[src/sdi_defines.svh]
`ifndef SDI_DEFINES_SVH
`define SDI_DEFINES_SVH

// Register byte offsets
`define SDI_CTRL_OFS 8'h00
`define SDI_STATUS_OFS 8'h04
`define SDI_RESULT_OFS 8'h08
`define SDI_IRQ_STATUS_OFS 8'h0c
`define SDI_IRQ_MASK_OFS 8'h10

// Control field positions
`define SDI_CTRL_TRIG_LSB 0
`define SDI_CTRL_FRC_BIT 2
`define SDI_CTRL_FIFO_EN_BIT 3
`define SDI_CTRL_SRGM_LSB 4
`define SDI_CTRL_LVL_LSB 6
`define SDI_CTRL_SW_WIN_BIT 8
`define SDI_CTRL_W 9
`define SDI_CTRL_RESET 9'h000

// Trigger and request encodings
`define SDI_TRIG_SW 2'h0
`define SDI_TRIG_RISE 2'h1
`define SDI_TRIG_FALL 2'h2
`define SDI_SRGM_OFF 2'h0
`define SDI_SRGM_ALL 2'h3

// Interrupt status bits
`define SDI_IRQ_W 3
`define SDI_IRQ_RESULT_BIT 0
`define SDI_IRQ_WERR_BIT 1
`define SDI_IRQ_DONE_BIT 2

`define SDI_RESP_OKAY 2'h0
`define SDI_RESP_SLVERR 2'h2

`endif

[src/sdi_pkg.sv]
package sdi_pkg;

  typedef enum logic {WIN_IDLE, WIN_OPEN} win_state_t;

endpackage : sdi_pkg

[src/sdi_pin_sync.sv]
`timescale 1ns/1ps
`default_nettype none

module sdi_pin_sync (
  input wire logic core_clk_in,
  input wire logic reset_n_in,
  input wire logic pin_in,
  output logic level_out
);

  logic s1_q;
  logic s2_q;
  logic s3_q;
  logic level_q;

  always_ff @(posedge core_clk_in or negedge reset_n_in) begin
    if (!reset_n_in) begin
      s1_q <= 1'b0;
      s2_q <= 1'b0;
      s3_q <= 1'b0;
    end else begin
      s1_q <= pin_in;
      s2_q <= s1_q;
      s3_q <= s2_q;
    end
  end

  // A change counts only once two late stages agree
  always_ff @(posedge core_clk_in or negedge reset_n_in) begin
    if (!reset_n_in) begin
      level_q <= 1'b0;
    end else if (s2_q == s3_q) begin
      level_q <= s3_q;
    end
  end

  assign level_out = level_q;

endmodule : sdi_pin_sync

`default_nettype wire

[src/sdi_result_fifo.sv]
`timescale 1ns/1ps
`default_nettype none

module sdi_result_fifo #(
  parameter int WIDTH = 32,
  parameter int DEPTH = 4,
  parameter int CNT_W = $clog2(DEPTH + 1)
) (
  input wire logic core_clk_in,
  input wire logic reset_n_in,
  input wire logic flush_in,
  input wire logic push_valid_in,
  output logic push_ready_out,
  input wire logic [WIDTH-1:0] push_data_in,
  input wire logic pop_in,
  output logic pop_valid_out,
  output logic [WIDTH-1:0] head_out,
  output logic [CNT_W-1:0] count_out
);

  logic [WIDTH-1:0] mem_q [DEPTH];
  logic [CNT_W-1:0] count_q;
  logic do_push;
  logic do_pop;

  assign push_ready_out = (count_q != CNT_W'(DEPTH));
  assign pop_valid_out = (count_q != '0);
  assign do_push = push_valid_in && push_ready_out;
  assign do_pop = pop_in && pop_valid_out;

  // Shift register: stage 0 is the oldest entry
  always_ff @(posedge core_clk_in or negedge reset_n_in) begin
    if (!reset_n_in) begin
      for (int i = 0; i < DEPTH; i++) begin
        mem_q[i] <= '0;
      end
    end else begin
      for (int i = 0; i < DEPTH; i++) begin
        if (do_pop && i < DEPTH - 1 && CNT_W'(i + 1) < count_q) begin
          mem_q[i] <= mem_q[i + 1];
        end
        if (do_push && CNT_W'(i) == count_q - CNT_W'(do_pop)) begin
          mem_q[i] <= push_data_in;
        end
      end
    end
  end

  always_ff @(posedge core_clk_in or negedge reset_n_in) begin
    if (!reset_n_in) begin
      count_q <= '0;
    end else if (flush_in) begin
      count_q <= '0;
    end else begin
      count_q <= count_q + CNT_W'(do_push) - CNT_W'(do_pop);
    end
  end

  assign head_out = mem_q[0];
  assign count_out = count_q;

endmodule : sdi_result_fifo

`default_nettype wire

[src/sigma_delta_integration_result.sv]
// Local design decisions: the register offsets and register access over AXI4-Lite.
`timescale 1ns/1ps
`default_nettype none
`include "sdi_defines.svh"

// Behaviour
// - Trigger modes 01 and 10 mean hardware window
// - Hardware window start clears chain unless reset control
// - Same start also clears auxiliary CIC stage
// - Reset control set: only the FIFO is cleared
// - Window accumulates samples in integrator until window end
// - Integrator idle: result comes from chain
// - No FIFO: each chain result overwrites
// - FIFO keeps result until read or next hardware window start
// - Paired modes: requests only inside window
// - Idle chain results still enter FIFO
// - Full FIFO discards and flags write error
module sigma_delta_integration_result #(
  parameter int DATA_W = 32,
  parameter int FIFO_DEPTH = 4
) (
  input wire logic core_clk_in,
  input wire logic reset_n_in,
  input wire logic [7:0] s_axi_awaddr_in,
  input wire logic s_axi_awvalid_in,
  output logic s_axi_awready_out,
  input wire logic [31:0] s_axi_wdata_in,
  input wire logic [3:0] s_axi_wstrb_in,
  input wire logic s_axi_wvalid_in,
  output logic s_axi_wready_out,
  output logic [1:0] s_axi_bresp_out,
  output logic s_axi_bvalid_out,
  input wire logic s_axi_bready_in,
  input wire logic [7:0] s_axi_araddr_in,
  input wire logic s_axi_arvalid_in,
  output logic s_axi_arready_out,
  output logic [31:0] s_axi_rdata_out,
  output logic [1:0] s_axi_rresp_out,
  output logic s_axi_rvalid_out,
  input wire logic s_axi_rready_in,
  input wire logic trigger_in,
  input wire logic sample_valid_in,
  input wire logic [DATA_W-1:0] sample_data_in,
  output logic chain_clear_out,
  output logic aux_clear_out,
  output logic result_request_out,
  output logic irq_out
);

  localparam int CNT_W = $clog2(FIFO_DEPTH + 1);

  logic aw_hold_q;
  logic w_hold_q;
  logic bvalid_q;
  logic [1:0] bresp_q;
  logic [7:0] awaddr_q;
  logic [31:0] wdata_q;
  logic [3:0] wstrb_q;
  logic rvalid_q;
  logic [1:0] rresp_q;
  logic [31:0] rdata_q;
  logic wr_fire;
  logic rd_fire;
  logic [31:0] wmask;

  logic [`SDI_CTRL_W-1:0] ctrl_q;
  logic [`SDI_IRQ_W-1:0] irq_status_q;
  logic [`SDI_IRQ_W-1:0] irq_mask_q;
  logic [`SDI_IRQ_W-1:0] irq_set;
  logic [`SDI_IRQ_W-1:0] irq_clr;

  logic [1:0] trig_mode;
  logic frc;
  logic fifo_en;
  logic [1:0] srgm;
  logic [1:0] req_level;
  logic hw_mode;
  logic trig_lvl;
  logic trig_prev_q;
  logic sw_prev_q;
  logic start_evt;
  logic end_evt;
  sdi_pkg::win_state_t win_q;
  logic active;
  logic [DATA_W-1:0] acc_q;
  logic [DATA_W-1:0] acc_base;
  logic [DATA_W-1:0] result_q;

  logic push_valid;
  logic push_window;
  logic [DATA_W-1:0] push_data;
  logic fifo_ready;
  logic fifo_avail;
  logic [DATA_W-1:0] fifo_head;
  logic [CNT_W-1:0] fifo_count;
  logic fifo_push;
  logic fifo_pop;
  logic push_taken;
  logic sr_event;

  assign trig_mode = ctrl_q[`SDI_CTRL_TRIG_LSB +: 2];
  assign frc = ctrl_q[`SDI_CTRL_FRC_BIT];
  assign fifo_en = ctrl_q[`SDI_CTRL_FIFO_EN_BIT];
  assign srgm = ctrl_q[`SDI_CTRL_SRGM_LSB +: 2];
  assign req_level = ctrl_q[`SDI_CTRL_LVL_LSB +: 2];

  // Register bus: one write and one read at a time
  assign s_axi_awready_out = !aw_hold_q && !bvalid_q;
  assign s_axi_wready_out = !w_hold_q && !bvalid_q;
  assign s_axi_arready_out = !rvalid_q;
  assign wr_fire = aw_hold_q && w_hold_q && !bvalid_q;
  assign rd_fire = s_axi_arvalid_in && s_axi_arready_out;
  assign wmask = {{8{wstrb_q[3]}}, {8{wstrb_q[2]}},
                  {8{wstrb_q[1]}}, {8{wstrb_q[0]}}};

  always_ff @(posedge core_clk_in or negedge reset_n_in) begin
    if (!reset_n_in) begin
      aw_hold_q <= 1'b0;
      awaddr_q <= 8'h00;
    end else if (s_axi_awvalid_in && s_axi_awready_out) begin
      aw_hold_q <= 1'b1;
      awaddr_q <= s_axi_awaddr_in;
    end else if (wr_fire) begin
      aw_hold_q <= 1'b0;
    end
  end

  always_ff @(posedge core_clk_in or negedge reset_n_in) begin
    if (!reset_n_in) begin
      w_hold_q <= 1'b0;
      wdata_q <= 32'h0000_0000;
      wstrb_q <= 4'h0;
    end else if (s_axi_wvalid_in && s_axi_wready_out) begin
      w_hold_q <= 1'b1;
      wdata_q <= s_axi_wdata_in;
      wstrb_q <= s_axi_wstrb_in;
    end else if (wr_fire) begin
      w_hold_q <= 1'b0;
    end
  end

  always_ff @(posedge core_clk_in or negedge reset_n_in) begin
    if (!reset_n_in) begin
      bvalid_q <= 1'b0;
      bresp_q <= `SDI_RESP_OKAY;
    end else if (wr_fire) begin
      bvalid_q <= 1'b1;
      unique case (awaddr_q)
        `SDI_CTRL_OFS, `SDI_IRQ_STATUS_OFS, `SDI_IRQ_MASK_OFS:
          bresp_q <= `SDI_RESP_OKAY;
        default:
          bresp_q <= `SDI_RESP_SLVERR;
      endcase
    end else if (s_axi_bready_in) begin
      bvalid_q <= 1'b0;
    end
  end

  always_ff @(posedge core_clk_in or negedge reset_n_in) begin
    if (!reset_n_in) begin
      ctrl_q <= `SDI_CTRL_RESET;
      irq_mask_q <= '0;
    end else if (wr_fire) begin
      if (awaddr_q == `SDI_CTRL_OFS) begin
        ctrl_q <= (ctrl_q & ~wmask[`SDI_CTRL_W-1:0])
                  | (wdata_q[`SDI_CTRL_W-1:0] & wmask[`SDI_CTRL_W-1:0]);
      end
      if (awaddr_q == `SDI_IRQ_MASK_OFS) begin
        irq_mask_q <= (irq_mask_q & ~wmask[`SDI_IRQ_W-1:0])
                      | (wdata_q[`SDI_IRQ_W-1:0] & wmask[`SDI_IRQ_W-1:0]);
      end
    end
  end

  // Result reads pop the FIFO so the next entry moves up
  assign fifo_pop = rd_fire && fifo_en
                    && s_axi_araddr_in == `SDI_RESULT_OFS;

  always_ff @(posedge core_clk_in or negedge reset_n_in) begin
    if (!reset_n_in) begin
      rvalid_q <= 1'b0;
      rresp_q <= `SDI_RESP_OKAY;
      rdata_q <= 32'h0000_0000;
    end else if (rd_fire) begin
      rvalid_q <= 1'b1;
      rresp_q <= `SDI_RESP_OKAY;
      rdata_q <= 32'h0000_0000;
      unique case (s_axi_araddr_in)
        `SDI_CTRL_OFS:
          rdata_q[`SDI_CTRL_W-1:0] <= ctrl_q;
        `SDI_STATUS_OFS:
          rdata_q <= {24'h000000, 4'(fifo_count), 1'b0, fifo_avail,
                      irq_status_q[`SDI_IRQ_WERR_BIT], active};
        `SDI_RESULT_OFS:
          rdata_q <= 32'(fifo_en ? fifo_head : result_q);
        `SDI_IRQ_STATUS_OFS:
          rdata_q[`SDI_IRQ_W-1:0] <= irq_status_q;
        `SDI_IRQ_MASK_OFS:
          rdata_q[`SDI_IRQ_W-1:0] <= irq_mask_q;
        default:
          rresp_q <= `SDI_RESP_SLVERR;
      endcase
    end else if (s_axi_rready_in) begin
      rvalid_q <= 1'b0;
    end
  end

  assign s_axi_bvalid_out = bvalid_q;
  assign s_axi_bresp_out = bresp_q;
  assign s_axi_rvalid_out = rvalid_q;
  assign s_axi_rresp_out = rresp_q;
  assign s_axi_rdata_out = rdata_q;

  // Window control
  sdi_pin_sync u_trig_sync (
    .core_clk_in(core_clk_in),
    .reset_n_in(reset_n_in),
    .pin_in(trigger_in),
    .level_out(trig_lvl)
  );

  assign hw_mode = trig_mode == `SDI_TRIG_RISE
                   || trig_mode == `SDI_TRIG_FALL;
  assign active = (win_q == sdi_pkg::WIN_OPEN);

  always_comb begin
    start_evt = 1'b0;
    end_evt = 1'b0;
    unique case (trig_mode)
      `SDI_TRIG_RISE: begin
        start_evt = !active && trig_lvl && !trig_prev_q;
        end_evt = active && !trig_lvl && trig_prev_q;
      end
      `SDI_TRIG_FALL: begin
        start_evt = !active && !trig_lvl && trig_prev_q;
        end_evt = active && trig_lvl && !trig_prev_q;
      end
      `SDI_TRIG_SW: begin
        start_evt = !active && ctrl_q[`SDI_CTRL_SW_WIN_BIT] && !sw_prev_q;
        end_evt = active && !ctrl_q[`SDI_CTRL_SW_WIN_BIT];
      end
      default: begin
        end_evt = active;
      end
    endcase
  end

  always_ff @(posedge core_clk_in or negedge reset_n_in) begin
    if (!reset_n_in) begin
      trig_prev_q <= 1'b0;
      sw_prev_q <= 1'b0;
    end else begin
      trig_prev_q <= trig_lvl;
      sw_prev_q <= ctrl_q[`SDI_CTRL_SW_WIN_BIT];
    end
  end

  always_ff @(posedge core_clk_in or negedge reset_n_in) begin
    if (!reset_n_in) begin
      win_q <= sdi_pkg::WIN_IDLE;
    end else if (start_evt) begin
      win_q <= sdi_pkg::WIN_OPEN;
    end else if (end_evt) begin
      win_q <= sdi_pkg::WIN_IDLE;
    end
  end

  // Clear pulses leave in the start cycle, ahead of the next sample
  assign chain_clear_out = start_evt && hw_mode && !frc;
  assign aux_clear_out = chain_clear_out;
  assign acc_base = chain_clear_out ? '0 : acc_q;

  always_ff @(posedge core_clk_in or negedge reset_n_in) begin
    if (!reset_n_in) begin
      acc_q <= '0;
    end else if (start_evt || (active && !end_evt)) begin
      acc_q <= acc_base
               + (sample_valid_in ? sample_data_in : '0);
    end
  end

  // Result source: integrator at window end, chain while idle
  always_comb begin
    push_valid = 1'b0;
    push_window = 1'b0;
    push_data = sample_data_in;
    if (end_evt) begin
      push_valid = 1'b1;
      push_window = 1'b1;
      push_data = acc_q;
    end else if (!active && !start_evt && sample_valid_in) begin
      push_valid = 1'b1;
    end
  end

  always_ff @(posedge core_clk_in or negedge reset_n_in) begin
    if (!reset_n_in) begin
      result_q <= '0;
    end else if (push_valid && !fifo_en) begin
      result_q <= push_data;
    end
  end

  assign fifo_push = push_valid && fifo_en;
  assign push_taken = push_valid && (!fifo_en || fifo_ready);

  sdi_result_fifo #(
    .WIDTH(DATA_W),
    .DEPTH(FIFO_DEPTH),
    .CNT_W(CNT_W)
  ) u_fifo (
    .core_clk_in(core_clk_in),
    .reset_n_in(reset_n_in),
    .flush_in(start_evt && hw_mode && fifo_en),
    .push_valid_in(fifo_push),
    .push_ready_out(fifo_ready),
    .push_data_in(push_data),
    .pop_in(fifo_pop),
    .pop_valid_out(fifo_avail),
    .head_out(fifo_head),
    .count_out(fifo_count)
  );

  // Modes 01 and 10 only signal results made inside the window
  always_comb begin
    sr_event = 1'b0;
    if (push_taken && fifo_count >= CNT_W'(req_level)) begin
      unique case (srgm)
        `SDI_SRGM_OFF: sr_event = 1'b0;
        `SDI_SRGM_ALL: sr_event = 1'b1;
        default: sr_event = push_window;
      endcase
    end
  end

  assign result_request_out = sr_event;

  assign irq_set = {end_evt, fifo_push && !fifo_ready, sr_event};
  assign irq_clr = (wr_fire && awaddr_q == `SDI_IRQ_STATUS_OFS)
                   ? (wdata_q[`SDI_IRQ_W-1:0] & wmask[`SDI_IRQ_W-1:0]) : '0;

  // Set beats a simultaneous write-one-to-clear
  always_ff @(posedge core_clk_in or negedge reset_n_in) begin
    if (!reset_n_in) begin
      irq_status_q <= '0;
    end else begin
      irq_status_q <= (irq_status_q & ~irq_clr) | irq_set;
    end
  end

  assign irq_out = |(irq_status_q & irq_mask_q);
endmodule : sigma_delta_integration_result

`default_nettype wire

[config.mk]
export PLATFORM = sky130hd
export DESIGN_NAME = sigma_delta_integration_result
export DESIGN_NICKNAME = d
export VERILOG_FILES = /design/src/sdi_pkg.sv /design/src/sdi_pin_sync.sv /design/src/sdi_result_fifo.sv /design/src/sigma_delta_integration_result.sv
export VERILOG_INCLUDE_DIRS = /design/src
export SDC_FILE = /design/constraint.sdc
export NUM_CORES = 1
export LEC_CHECK = 0
export BUFFER_PORTS_ARGS = -buffer_cell sky130_fd_sc_hd__buf_2
export CAP_MARGIN = 5
export CORE_ASPECT_RATIO = 0.9
export CORE_MARGIN = 2
export CORE_UTILIZATION = 40
export CTS_CLUSTER_SIZE = 12
export DETAILED_ROUTE_END_ITERATION = 10
export PLACE_DENSITY = 0.63
export SYNTH_ARGS = -nofsm -noshare
export SYNTH_HDL_FRONTEND = slang
export SYNTH_SLANG_ARGS = --single-unit
[constraint.sdc]
create_clock -name core_clk_in -period 4.3 [get_ports core_clk_in]
set_clock_uncertainty 0.05 [all_clocks]
set_input_delay 0.215 -clock core_clk_in [delete_from_list [all_inputs] [get_ports core_clk_in]]
set_output_delay 0.215 -clock core_clk_in [all_outputs]
set_load 0.005 [all_outputs]
==> results.txt, run 1 <==
----------------------------------------------------
[Die]
  Rows ... 65
  Full die area ... 0.03731 sq mm
  Count of boundary I/O pins ... 138
  Die width ... 203.4 microns
  Overall die height ... 183.4 microns
  CORE AREA ... 0.03513 sq mm
  Starting density of the core ... between 40% and 50%

[Yosys]
  Compound-cell area share of the yosys netlist ... 16.66%
  Area share of xor/xnor cells in the synthesized design ... 1.897%
  Sequential fraction of the synthesis area ... 47.91%
  Mux contribution to synthesized area ... 12.13%
  Adder-cell share of the synthesized area ... 4.197%
  Syn_area_per_cell ... 10.15 sq um
  Top-area cell type share of the netlist area ... a little under half
  Synth Cell Area ... ~0.014 sq mm
  Number of enable-type register cells in the synthesized netlist ... 0
  Number of flip-flops and latches in the synthesized netlist ... around 270
  Synth Instances ... approximately 1400
  Simple-gate portion of the synthesized area ... 13.59%
  Cell taking the most area after synthesis ... sky130_fd_sc_hd__dfrtp_1
  Largest family of logic cells by synthesized area ... compound AO/OA/AOI/OAI gates
  Distinct cell type count of the synthesized netlist ... 65
  Most used flip-flop cell after synthesis ... sky130_fd_sc_hd__dfrtp_1
  Share of flip-flops with an asynchronous set or reset after synthesis ... 100.0%
  Cell types with the largest area share after synthesis ... sky130_fd_sc_hd__dfrtp_1, sky130_fd_sc_hd__mux2i_1, sky130_fd_sc_hd__a21oi_1
  Synth Warn # ... 0

[STA]
  Final hold vios ... 0
  Total of endpoints with negative setup slack in the final report ... 0
  Clock period minus worst slack ... 4.115 ns
  Normalized max-slew margin ... 29.72%
  Final Max Tran Viols ... 0
  Max Clk Rate ... around 0.24 GHz
  Slew at the pin closest to its max-slew limit ... 1.054 ns
  Post-route fraction of the period consumed by the critical path ... 95.69%

[Pwr]
  Flop pwr share ... a little under two fifths
  Reported net switching power ... 0.002916 W
  Cell internal power dissipation ... 0.005825 W
  Maximum resistive drop on vdd ... around 0.00037 V
  Net switching share of the total power ... 33.36%
  Power density over the cells ... ~520 mW/mm^2
  Total leakage power ... 8.459 nW
  Clock group share of total power ... 29.3%
  Proportion of power drawn by combinational gates ... roughly 33%

[Critical path]
  Reg-to-reg endpoint ... acc_q[30]
  Crit path cell chain ... inv_1 -> ha_1 -> nand3b_1 -> a31oi_1 -> nand3b_1 -> nor2_4 -> buf_6 -> buf_12 -> nor2b_1 -> ha_1 -> buf_4 -> a21o_1 -> a21o_1 -> a2111o_1 -> o221ai_4 -> o41ai_2 -> buf_4 -> a31oi_2 -> xor2_1 -> o21ai_0
  WP data arrival ... 4.47 ns
  Internal reg-to-reg setup slack ... ~0.19 ns
  Worst reg2reg path depth ... 20
  Slowest library cell on the worst path ... sky130_fd_sc_hd__a2111o_1
  Highest cell delay on the worst timing path ... 0.46 ns
  Type of the setup path with the least slack ... reg -> reg
  CP Data Required Time ... about 4.7 ns
  Sort of element at the start of the critical path ... flip-flop
  Type of destination of the critical path ... flip-flop
  Max FO, Critical Path ... 13

[Placed design]
  DPL Wire Length ... 23580 microns
  Count of buffers from port buffering ... between 100 and 150
  Area post-placement ... 0.01555 sq mm
  Placer Congestion ... between 0.8 and 0.9

[Clock network]
  Library cell used as clock root buffer ... sky130_fd_sc_hd__clkbuf_16
  Number of CTS-inserted buffers ... 30
  Clock input transition at the sequential cells of the worst setup and hold paths ... 0.06 ns
  Clock tree from TritonCTS ... done
  Clk buf depth ... 3
  Sink Count ... 274
  Clock latency reported for the late side of the worst-skew pair ... 0.57 ns
  Number of H-tree levels ... 1

[Drt]
  Router iterations before antenna repair ... 5
  Final Routed Wirelength ... around 35000 microns
  Count of nets left with antenna violations after detail routing ... 0
  Per-cell routed wire length ... 17.30 microns
  Overall via count from detail_route ... about 11000
  1st-iter DRT viols ... 673
  Via count normalized by instance count ... 5.308
  DRC Markers ... 0

[Final layout]
  Final instance area ... ~0.017 sq mm
  Inserted Diodes ... 0
  Commonest cells after routing, fill and taps aside ... sky130_fd_sc_hd__dfrtp_1, sky130_fd_sc_hd__a21oi_1, sky130_fd_sc_hd__nand2_1, sky130_fd_sc_hd__mux2i_1, sky130_fd_sc_hd__buf_2
  Share of final-layout standard cells stronger than drive strength 1 ... 17.72%
  Count of fill cells added during filler insertion ... 3359
  Most frequent standard cell in the layout excluding fill and tap cells ... sky130_fd_sc_hd__dfrtp_1
  Area Overhead vs Synth ... 17.91%
  Layout Nets ... 1678
  Core utilization of the finished layout ... 48.03%

[Min path]
  Hold Path Sink ... s_axi_rdata_out[4]
  Path category of the worst min-delay check ... in -> reg
  Number of cells traversed by the worst hold path ... 4
  Hold_sp ... s_axi_araddr_in[6]

[Run status]
  Result of the run ... completed

[Global route]
  First-pass GRT wire length ... 57330 microns
  Global-route usage over all layers ... between 10% and 20%
  Grt ovf ... 0
  Number of antenna violations at the first check in global routing ... 0
  Largest net degree at the start of global routing ... 127
  Number of global-route vias before repair ... 10600

[Run]
  Max-cap viol count ... 0

----------------------------------------------------
-- power groups by stage --
stage | clock (W) | sequential [W] | combinational [W]
floorplan | 0 | 0.00327 | 0.00196
global placement | 0 | 0.00334 | 0.00270
detailed placement | 0 | 0.00336 | 0.00275
CTS | 0.00263 | 0.00332 | 0.00279
global route | 0.00274 | 0.00337 | 0.00320
finish | 0.00256 | 0.00332 | 0.00286
-- worst max-delay path: cells and delay by family, from the launching register on --
kind | cells | cell delay (ns)
AO/OA/AOI/OAI | 8 | 1.66
XOR/XNOR | 1 | 0.16
adder cells (fa/ha/maj) | 2 | 0.47
buffers and inverters | 5 | 0.72
flip-flops | 1 | 0.44
AND/OR/NAND/NOR | 4 | 0.47
-- timing repair --
item                       4_1_cts  5_1_grt
gates cloned                     0        1
setup endpoints to repair        2       12
gates resized for setup          2       19
setup buffers                    0        2
hold endpoints to repair       145        0
hold buffers                    23        0
pin swaps                        0        6
-- routing by layer --
| metal | routed length [microns] | track usage (%) | share of wire (%) | vias up |
|---|---|---|---|---|
| met5 | 0 | 0 | 0 | - |
| met3 | 1588 | 2.765 | 4.5 | 34 |
| met1 | 17880 | 28.81 | 51 | 5282 |
| met4 | 439 | 3.182 | 1.3 | 0 |
| met2 | 15160 | 28.46 | 43 | 196 |
| li1 | - | - | - | 5248 |
-- cell type report --
| type | count | area, sq um | share of cell area [%] |
|---|---|---|---|
| Tap cell | 469 | 586.8 | 3.478 |
| Timing Repair Buffer | 190 | 1295 | 7.675 |
| Inverter | 21 | 78.83 | 0.4672 |
| Sequential cell | 274 | 6859 | 40.65 |
| Clock buffer | 44 | 843.3 | 4.998 |
| Multi-Input combinational cell | 1022 | 7076 | 41.93 |
| Clock inverter | 7 | 135.1 | 0.8008 |
-- sequential cells by signal, indices dropped and copies added, names as in the netlist, 2 cells and up, named ones only --
signal / flops
result_q: 32
u_fifo.head_out: 32
s_axi_rdata_out: 32
awaddr_q: 8
acc_q: 32
wstrb_q: 2
u_fifo.mem_q: 96
wdata_q: 9
u_fifo.count_out: 3
irq_status_q: 3
-- cells in the mapped netlist, types with 2 or more instances --
library cell,n
sky130_fd_sc_hd__dfrtp_1,274
sky130_fd_sc_hd__ha_1,44
sky130_fd_sc_hd__nand3b_1,6
sky130_fd_sc_hd__nor2_1,64
sky130_fd_sc_hd__o31ai_1,25
sky130_fd_sc_hd__a221oi_1,2
sky130_fd_sc_hd__buf_4,6
sky130_fd_sc_hd__nand2b_1,6
sky130_fd_sc_hd__a21oi_1,141
sky130_fd_sc_hd__a211o_1,4
sky130_fd_sc_hd__a211oi_2,2
sky130_fd_sc_hd__or3_1,4
sky130_fd_sc_hd__and2_1,37
sky130_fd_sc_hd__fa_1,2
sky130_fd_sc_hd__o22ai_1,5
sky130_fd_sc_hd__a211oi_1,63
sky130_fd_sc_hd__nor2b_1,90
sky130_fd_sc_hd__a31oi_1,6
sky130_fd_sc_hd__xor2_1,17
sky130_fd_sc_hd__nor3_1,8
sky130_fd_sc_hd__buf_6,6
sky130_fd_sc_hd__o21bai_1,7
sky130_fd_sc_hd__o21ai_0,93
sky130_fd_sc_hd__buf_1,6
sky130_fd_sc_hd__mux2_2,36
sky130_fd_sc_hd__xnor2_1,14
sky130_fd_sc_hd__a2111oi_0,2
sky130_fd_sc_hd__o21a_1,3
sky130_fd_sc_hd__mux2i_1,133
sky130_fd_sc_hd__clkbuf_1,65
sky130_fd_sc_hd__o211ai_1,3
sky130_fd_sc_hd__nand4_1,4
sky130_fd_sc_hd__a22oi_1,2
sky130_fd_sc_hd__inv_1,21
sky130_fd_sc_hd__nand2_1,135
sky130_fd_sc_hd__a21o_1,20
sky130_fd_sc_hd__a222oi_1,2
sky130_fd_sc_hd__and2b_1,5
sky130_fd_sc_hd__buf_2,10
sky130_fd_sc_hd__nand3_1,11
sky130_fd_sc_hd__and3b_1,2
-- kinds of logic (layout without fill, tap and decap cells) --
kind of cell,Yosys count,after routing
other,1,2
and+or+nand+nor,383,383
buffers and inverters,115,262
muxes,169,169
xor gates and xnor gates,31,31
adders and majority gates,47,47
AOI/OAI and AO/OA,390,390
DFF,274,274
-- per-stage QoR --
step	power [W]	setup WS, ns	hold slack [ns]	setup TNS (ns)	instances
global placement	0.006039	0.08796	0.2761	0	1950
CTS	0.008736	0.03579	0.005612	0	2024
finish	0.008741	0.1852	0.03119	0	2027
detailed placement	0.006111	0.02368	0.2856	0	1950
floorplan	0.005234	0.1745	-0.1306	0	1411
global route	0.009310	-0.02722	0.06460	-0.04202	2027
-- worst max path at each step --
stage | from | to | slack [ns] | cells after the start
final | flip-flop | acc_q[30] | 0.19 | 20
after global routing | flip-flop | acc_q[30] | -0.03 | 20
after CTS | flip-flop | acc_q[28] | 0.04 | 19
after detailed placement | flip-flop | acc_q[29] | 0.02 | 18
after global placement | flip-flop | acc_q[31] | 0.09 | 19
after floorplan | flip-flop | acc_q[29] | 0.17 | 18
Note: power is estimated with default switching activity, not from simulation.
==> run 2: changes to the inputs <==
--- a/config.mk
+++ b/config.mk
@@ -9,10 +9,10 @@
 export BUFFER_PORTS_ARGS = -buffer_cell sky130_fd_sc_hd__buf_2
 export CAP_MARGIN = 5
 export CORE_ASPECT_RATIO = 0.9
-export CORE_MARGIN = 2
 export CORE_UTILIZATION = 40
 export CTS_CLUSTER_SIZE = 12
 export DETAILED_ROUTE_END_ITERATION = 10
+export HOLD_SLACK_MARGIN = 0.08
 export PLACE_DENSITY = 0.63
 export SYNTH_ARGS = -nofsm -noshare
 export SYNTH_HDL_FRONTEND = slang
==> run 2 against run 1 <==
Against the previous run:
- routed wire length grew 0.13%
- non-clock buffer count rose by 26
- via count grew 0.42%
- core utilization is 0.82 points higher
- count of clock-buffer cells in the layout grew 3
- maximum frequency rose by 2.6%
- register-to-register slack gained 0.11 ns
- total power increased by 0.79%
- worst hold slack improved by 0.081 ns
==> results.txt, run 2 (synthesis results as in run 1) <==
----------------------------------------------------
[Drt]
  Count of nets left with antenna violations after detail routing ... 0 (unchanged)
  Router iterations before antenna repair ... 5 (unchanged)
  Final Routed Wirelength ... 35110 microns (+0.13%)
  Overall via count from detail_route ... 10810 (+0.42%)
  Per-cell routed wire length ... 17.07 microns (-1.3%)
  DRC Markers ... 0 (unchanged)
  1st-iter DRT viols ... 686 (+1.9%)
  Via count normalized by instance count ... 5.253 (-1.0%)

[Pwr]
  Maximum resistive drop on vdd ... 0.0003527 V (-5.4%)
  Flop pwr share ... 37.8% (about the same)
  Clock group share of total power ... 29.6% (+0.3 points)
  Total power draw ... 0.008810 W (+0.79%)
  Power density over the cells ... 513.4 mW/mm^2 (-0.89%)
  Total leakage power ... 8.575 nW (+1.4%)
  Net switching share of the total power ... 33.34% (about the same)
  Reported net switching power ... 0.002937 W (+0.73%)
  Cell internal power dissipation ... 0.005873 W (+0.82%)
  Proportion of power drawn by combinational gates ... 32.6% (-0.2 points)

[Placed design]
  Placer Congestion ... 0.8993 (+2.6%)
  Count of buffers from port buffering ... 110 (unchanged)
  DPL Wire Length ... 23150 microns (-1.8%)
  Worst-case setup slack after placement ... 0.03513 ns (+0.01145 ns)

[Die]
  CORE AREA ... 0.03513 sq mm (unchanged)
  Rows ... 65 (unchanged)
  Die width ... 201.4 microns (-0.98%)
  Full die area ... 0.03654 sq mm (-2.1%)
  Count of boundary I/O pins ... 138 (unchanged)
  Overall die height ... 181.4 microns (-1.1%)
  Starting density of the core ... 40.73% (unchanged)

[STA]
  Clock period minus worst slack ... 4.009 ns (-0.1058 ns)
  Final hold vios ... 0 (unchanged)
  Max Clk Rate ... 0.2494 GHz (+2.6%)
  Worst setup margin ... 0.2910 ns (+0.1058 ns)
  Normalized max-slew margin ... 44.40% (+15 points)
  Final Max Tran Viols ... 0 (unchanged)
  Final Hold Slack ... 0.1120 ns (+0.08085 ns)
  Slew at the pin closest to its max-slew limit ... 0.8339 ns (-0.2202 ns)
  Total of endpoints with negative setup slack in the final report ... 0 (unchanged)
  Aggregate negative setup slack ... 0 ns (unchanged)
  Post-route fraction of the period consumed by the critical path ... 93.23% (-2.5 points)

[Global route]
  Grt ovf ... 0 (unchanged)
  First-pass GRT wire length ... 58490 microns (+2.0%)
  Largest net degree at the start of global routing ... 156 (+23%)
  Global-route usage over all layers ... 19.59% (+0.78 points)
  Number of global-route vias before repair ... 10830 (+2.2%)
  Number of antenna violations at the first check in global routing ... 0 (unchanged)

[Final layout]
  Core utilization of the finished layout ... 48.84% (+0.82 points)
  Area Overhead vs Synth ... 19.91%
  Register containing the most flip-flops in the final layout ... u_fifo.mem_q
  Layout Nets ... 1704 (+1.5%)
  Commonest cells after routing, fill and taps aside ... sky130_fd_sc_hd__dfrtp_1, sky130_fd_sc_hd__a21oi_1, sky130_fd_sc_hd__nand2_1, sky130_fd_sc_hd__mux2i_1, sky130_fd_sc_hd__buf_2
  Share of final-layout standard cells stronger than drive strength 1 ... 17.71% (about the same)
  Flip-flop count of the largest register, all copies and words added ... 96 (unchanged)
  Most frequent standard cell in the layout excluding fill and tap cells ... sky130_fd_sc_hd__dfrtp_1

[Critical path]
  CP Data Required Time ... 4.66 ns (about the same)
  Max FO, Critical Path ... 13 (unchanged)
  WP data arrival ... 4.37 ns (-0.10 ns)
  Slowest library cell on the worst path ... sky130_fd_sc_hd__a2111o_1
  Highest cell delay on the worst timing path ... 0.45 ns (about the same)
  Crit path cell chain ... inv_1 -> ha_1 -> nand3b_1 -> a31oi_2 -> nand3b_1 -> nor2_2 -> buf_6 -> buf_8 -> nor2b_1 -> ha_1 -> buf_4 -> a21o_1 -> a21o_1 -> a2111o_1 -> o221ai_4 -> o41ai_1 -> buf_4 -> a31oi_2 -> xor2_1 -> o21ai_0
  Type of destination of the critical path ... flip-flop
  Worst reg2reg path depth ... 20 (unchanged)
  Sort of element at the start of the critical path ... flip-flop
  Type of the setup path with the least slack ... reg -> reg

[Clock network]
  Clock tree from TritonCTS ... done
  Clock input transition at the sequential cells of the worst setup and hold paths ... 0.06 ns (about the same)
  Clk buf depth ... 3 (unchanged)
  Number of CTS-inserted buffers ... 30 (unchanged)
  Number of H-tree levels ... 1 (unchanged)
  Library cell used as clock root buffer ... sky130_fd_sc_hd__clkbuf_16
  Clock latency reported for the late side of the worst-skew pair ... 0.58 ns (about the same)
  Sink Count ... 274 (unchanged)

[Min path]
  Number of cells traversed by the worst hold path ... 3 (-1)
  Path category of the worst min-delay check ... in -> reg

[Run]
  Max-cap viol count ... 0 (unchanged)

[Run status]
  Result of the run ... completed

----------------------------------------------------
## run 2: stage by stage
step / instance area (sq um) / std cells
6_report: 17160 / 2057
4_1_cts: 17060 / 2054
2_1_floorplan: 14320 / 1411
3_3_place_gp: 15550 / 1950
5_1_grt: 17160 / 2056
3_5_place_dp: 15550 / 1950
## run 2: final cells by class
type | instances | area [sq um]
clock buffers | 47 | 894.6
diodes | 1 | 2.502
multi-input cells | 1022 | 7066
well taps | 469 | 586.8
fillers | 3279 | 17970
flip-flops and latches | 274 | 6860
inverters | 21 | 78.83
clock inverters | 7 | 116.4
repair buffers | 216 | 1555
## run 2: power by group through the flow
stage	clock network (W)	registers (W)	logic [W]
floorplan	0	0.00327	0.00196
global placement	0	0.00335	0.00272
detailed placement	0	0.00338	0.00276
CTS	0.00268	0.00333	0.00282
global route	0.00278	0.00340	0.00322
finish	0.00261	0.00333	0.00287
## run 2: what timing repair did
action                     CTS  global route
setup endpoints to repair    0            13
hold endpoints to repair   203             0
gates resized for setup      0            19
hold buffers                50             0
setup buffers                0             2
## run 2: critical path, delay by kind of cell, from the launching register on
| family | cells | cell delay [ns] |
|---|---|---|
| AO/OA/AOI/OAI | 8 | 1.62 |
| XOR/XNOR | 1 | 0.15 |
| adder cells (fa/ha/maj) | 2 | 0.46 |
| buffers and inverters | 5 | 0.70 |
| flip-flops | 1 | 0.44 |
| AND/OR/NAND/NOR | 4 | 0.39 |
## run 2: path summary, 6_finish.rpt
kind | startpoint | end | slack, ns
min in group asynchronous | reset_n_in | result_q[1] | 0.61
min reg2reg | u_trig_sync.s1_q | u_trig_sync.s2_q | 0.30
max | flip-flop | acc_q[30] | 0.29
max in group asynchronous | reset_n_in | u_fifo.mem_q[25] | 2.46
min | sample_data_in[24] | u_fifo.mem_q[56] | 0.11
max reg2reg | flip-flop | acc_q[30] | 0.29
## run 2: routing by layer
| layer | part of all wire (%) | up-vias | global-route usage, % | wire length, microns |
|---|---|---|---|---|
| li1 | - | 5307 | - | - |
| met5 | 0 | - | 0 | 0 |
| met1 | 51 | 5269 | 29.36 | 17790 |
| met3 | 4.0 | 33 | 2.620 | 1417 |
| met2 | 44 | 196 | 30.22 | 15410 |
| met4 | 1.4 | 0 | 3.909 | 497 |
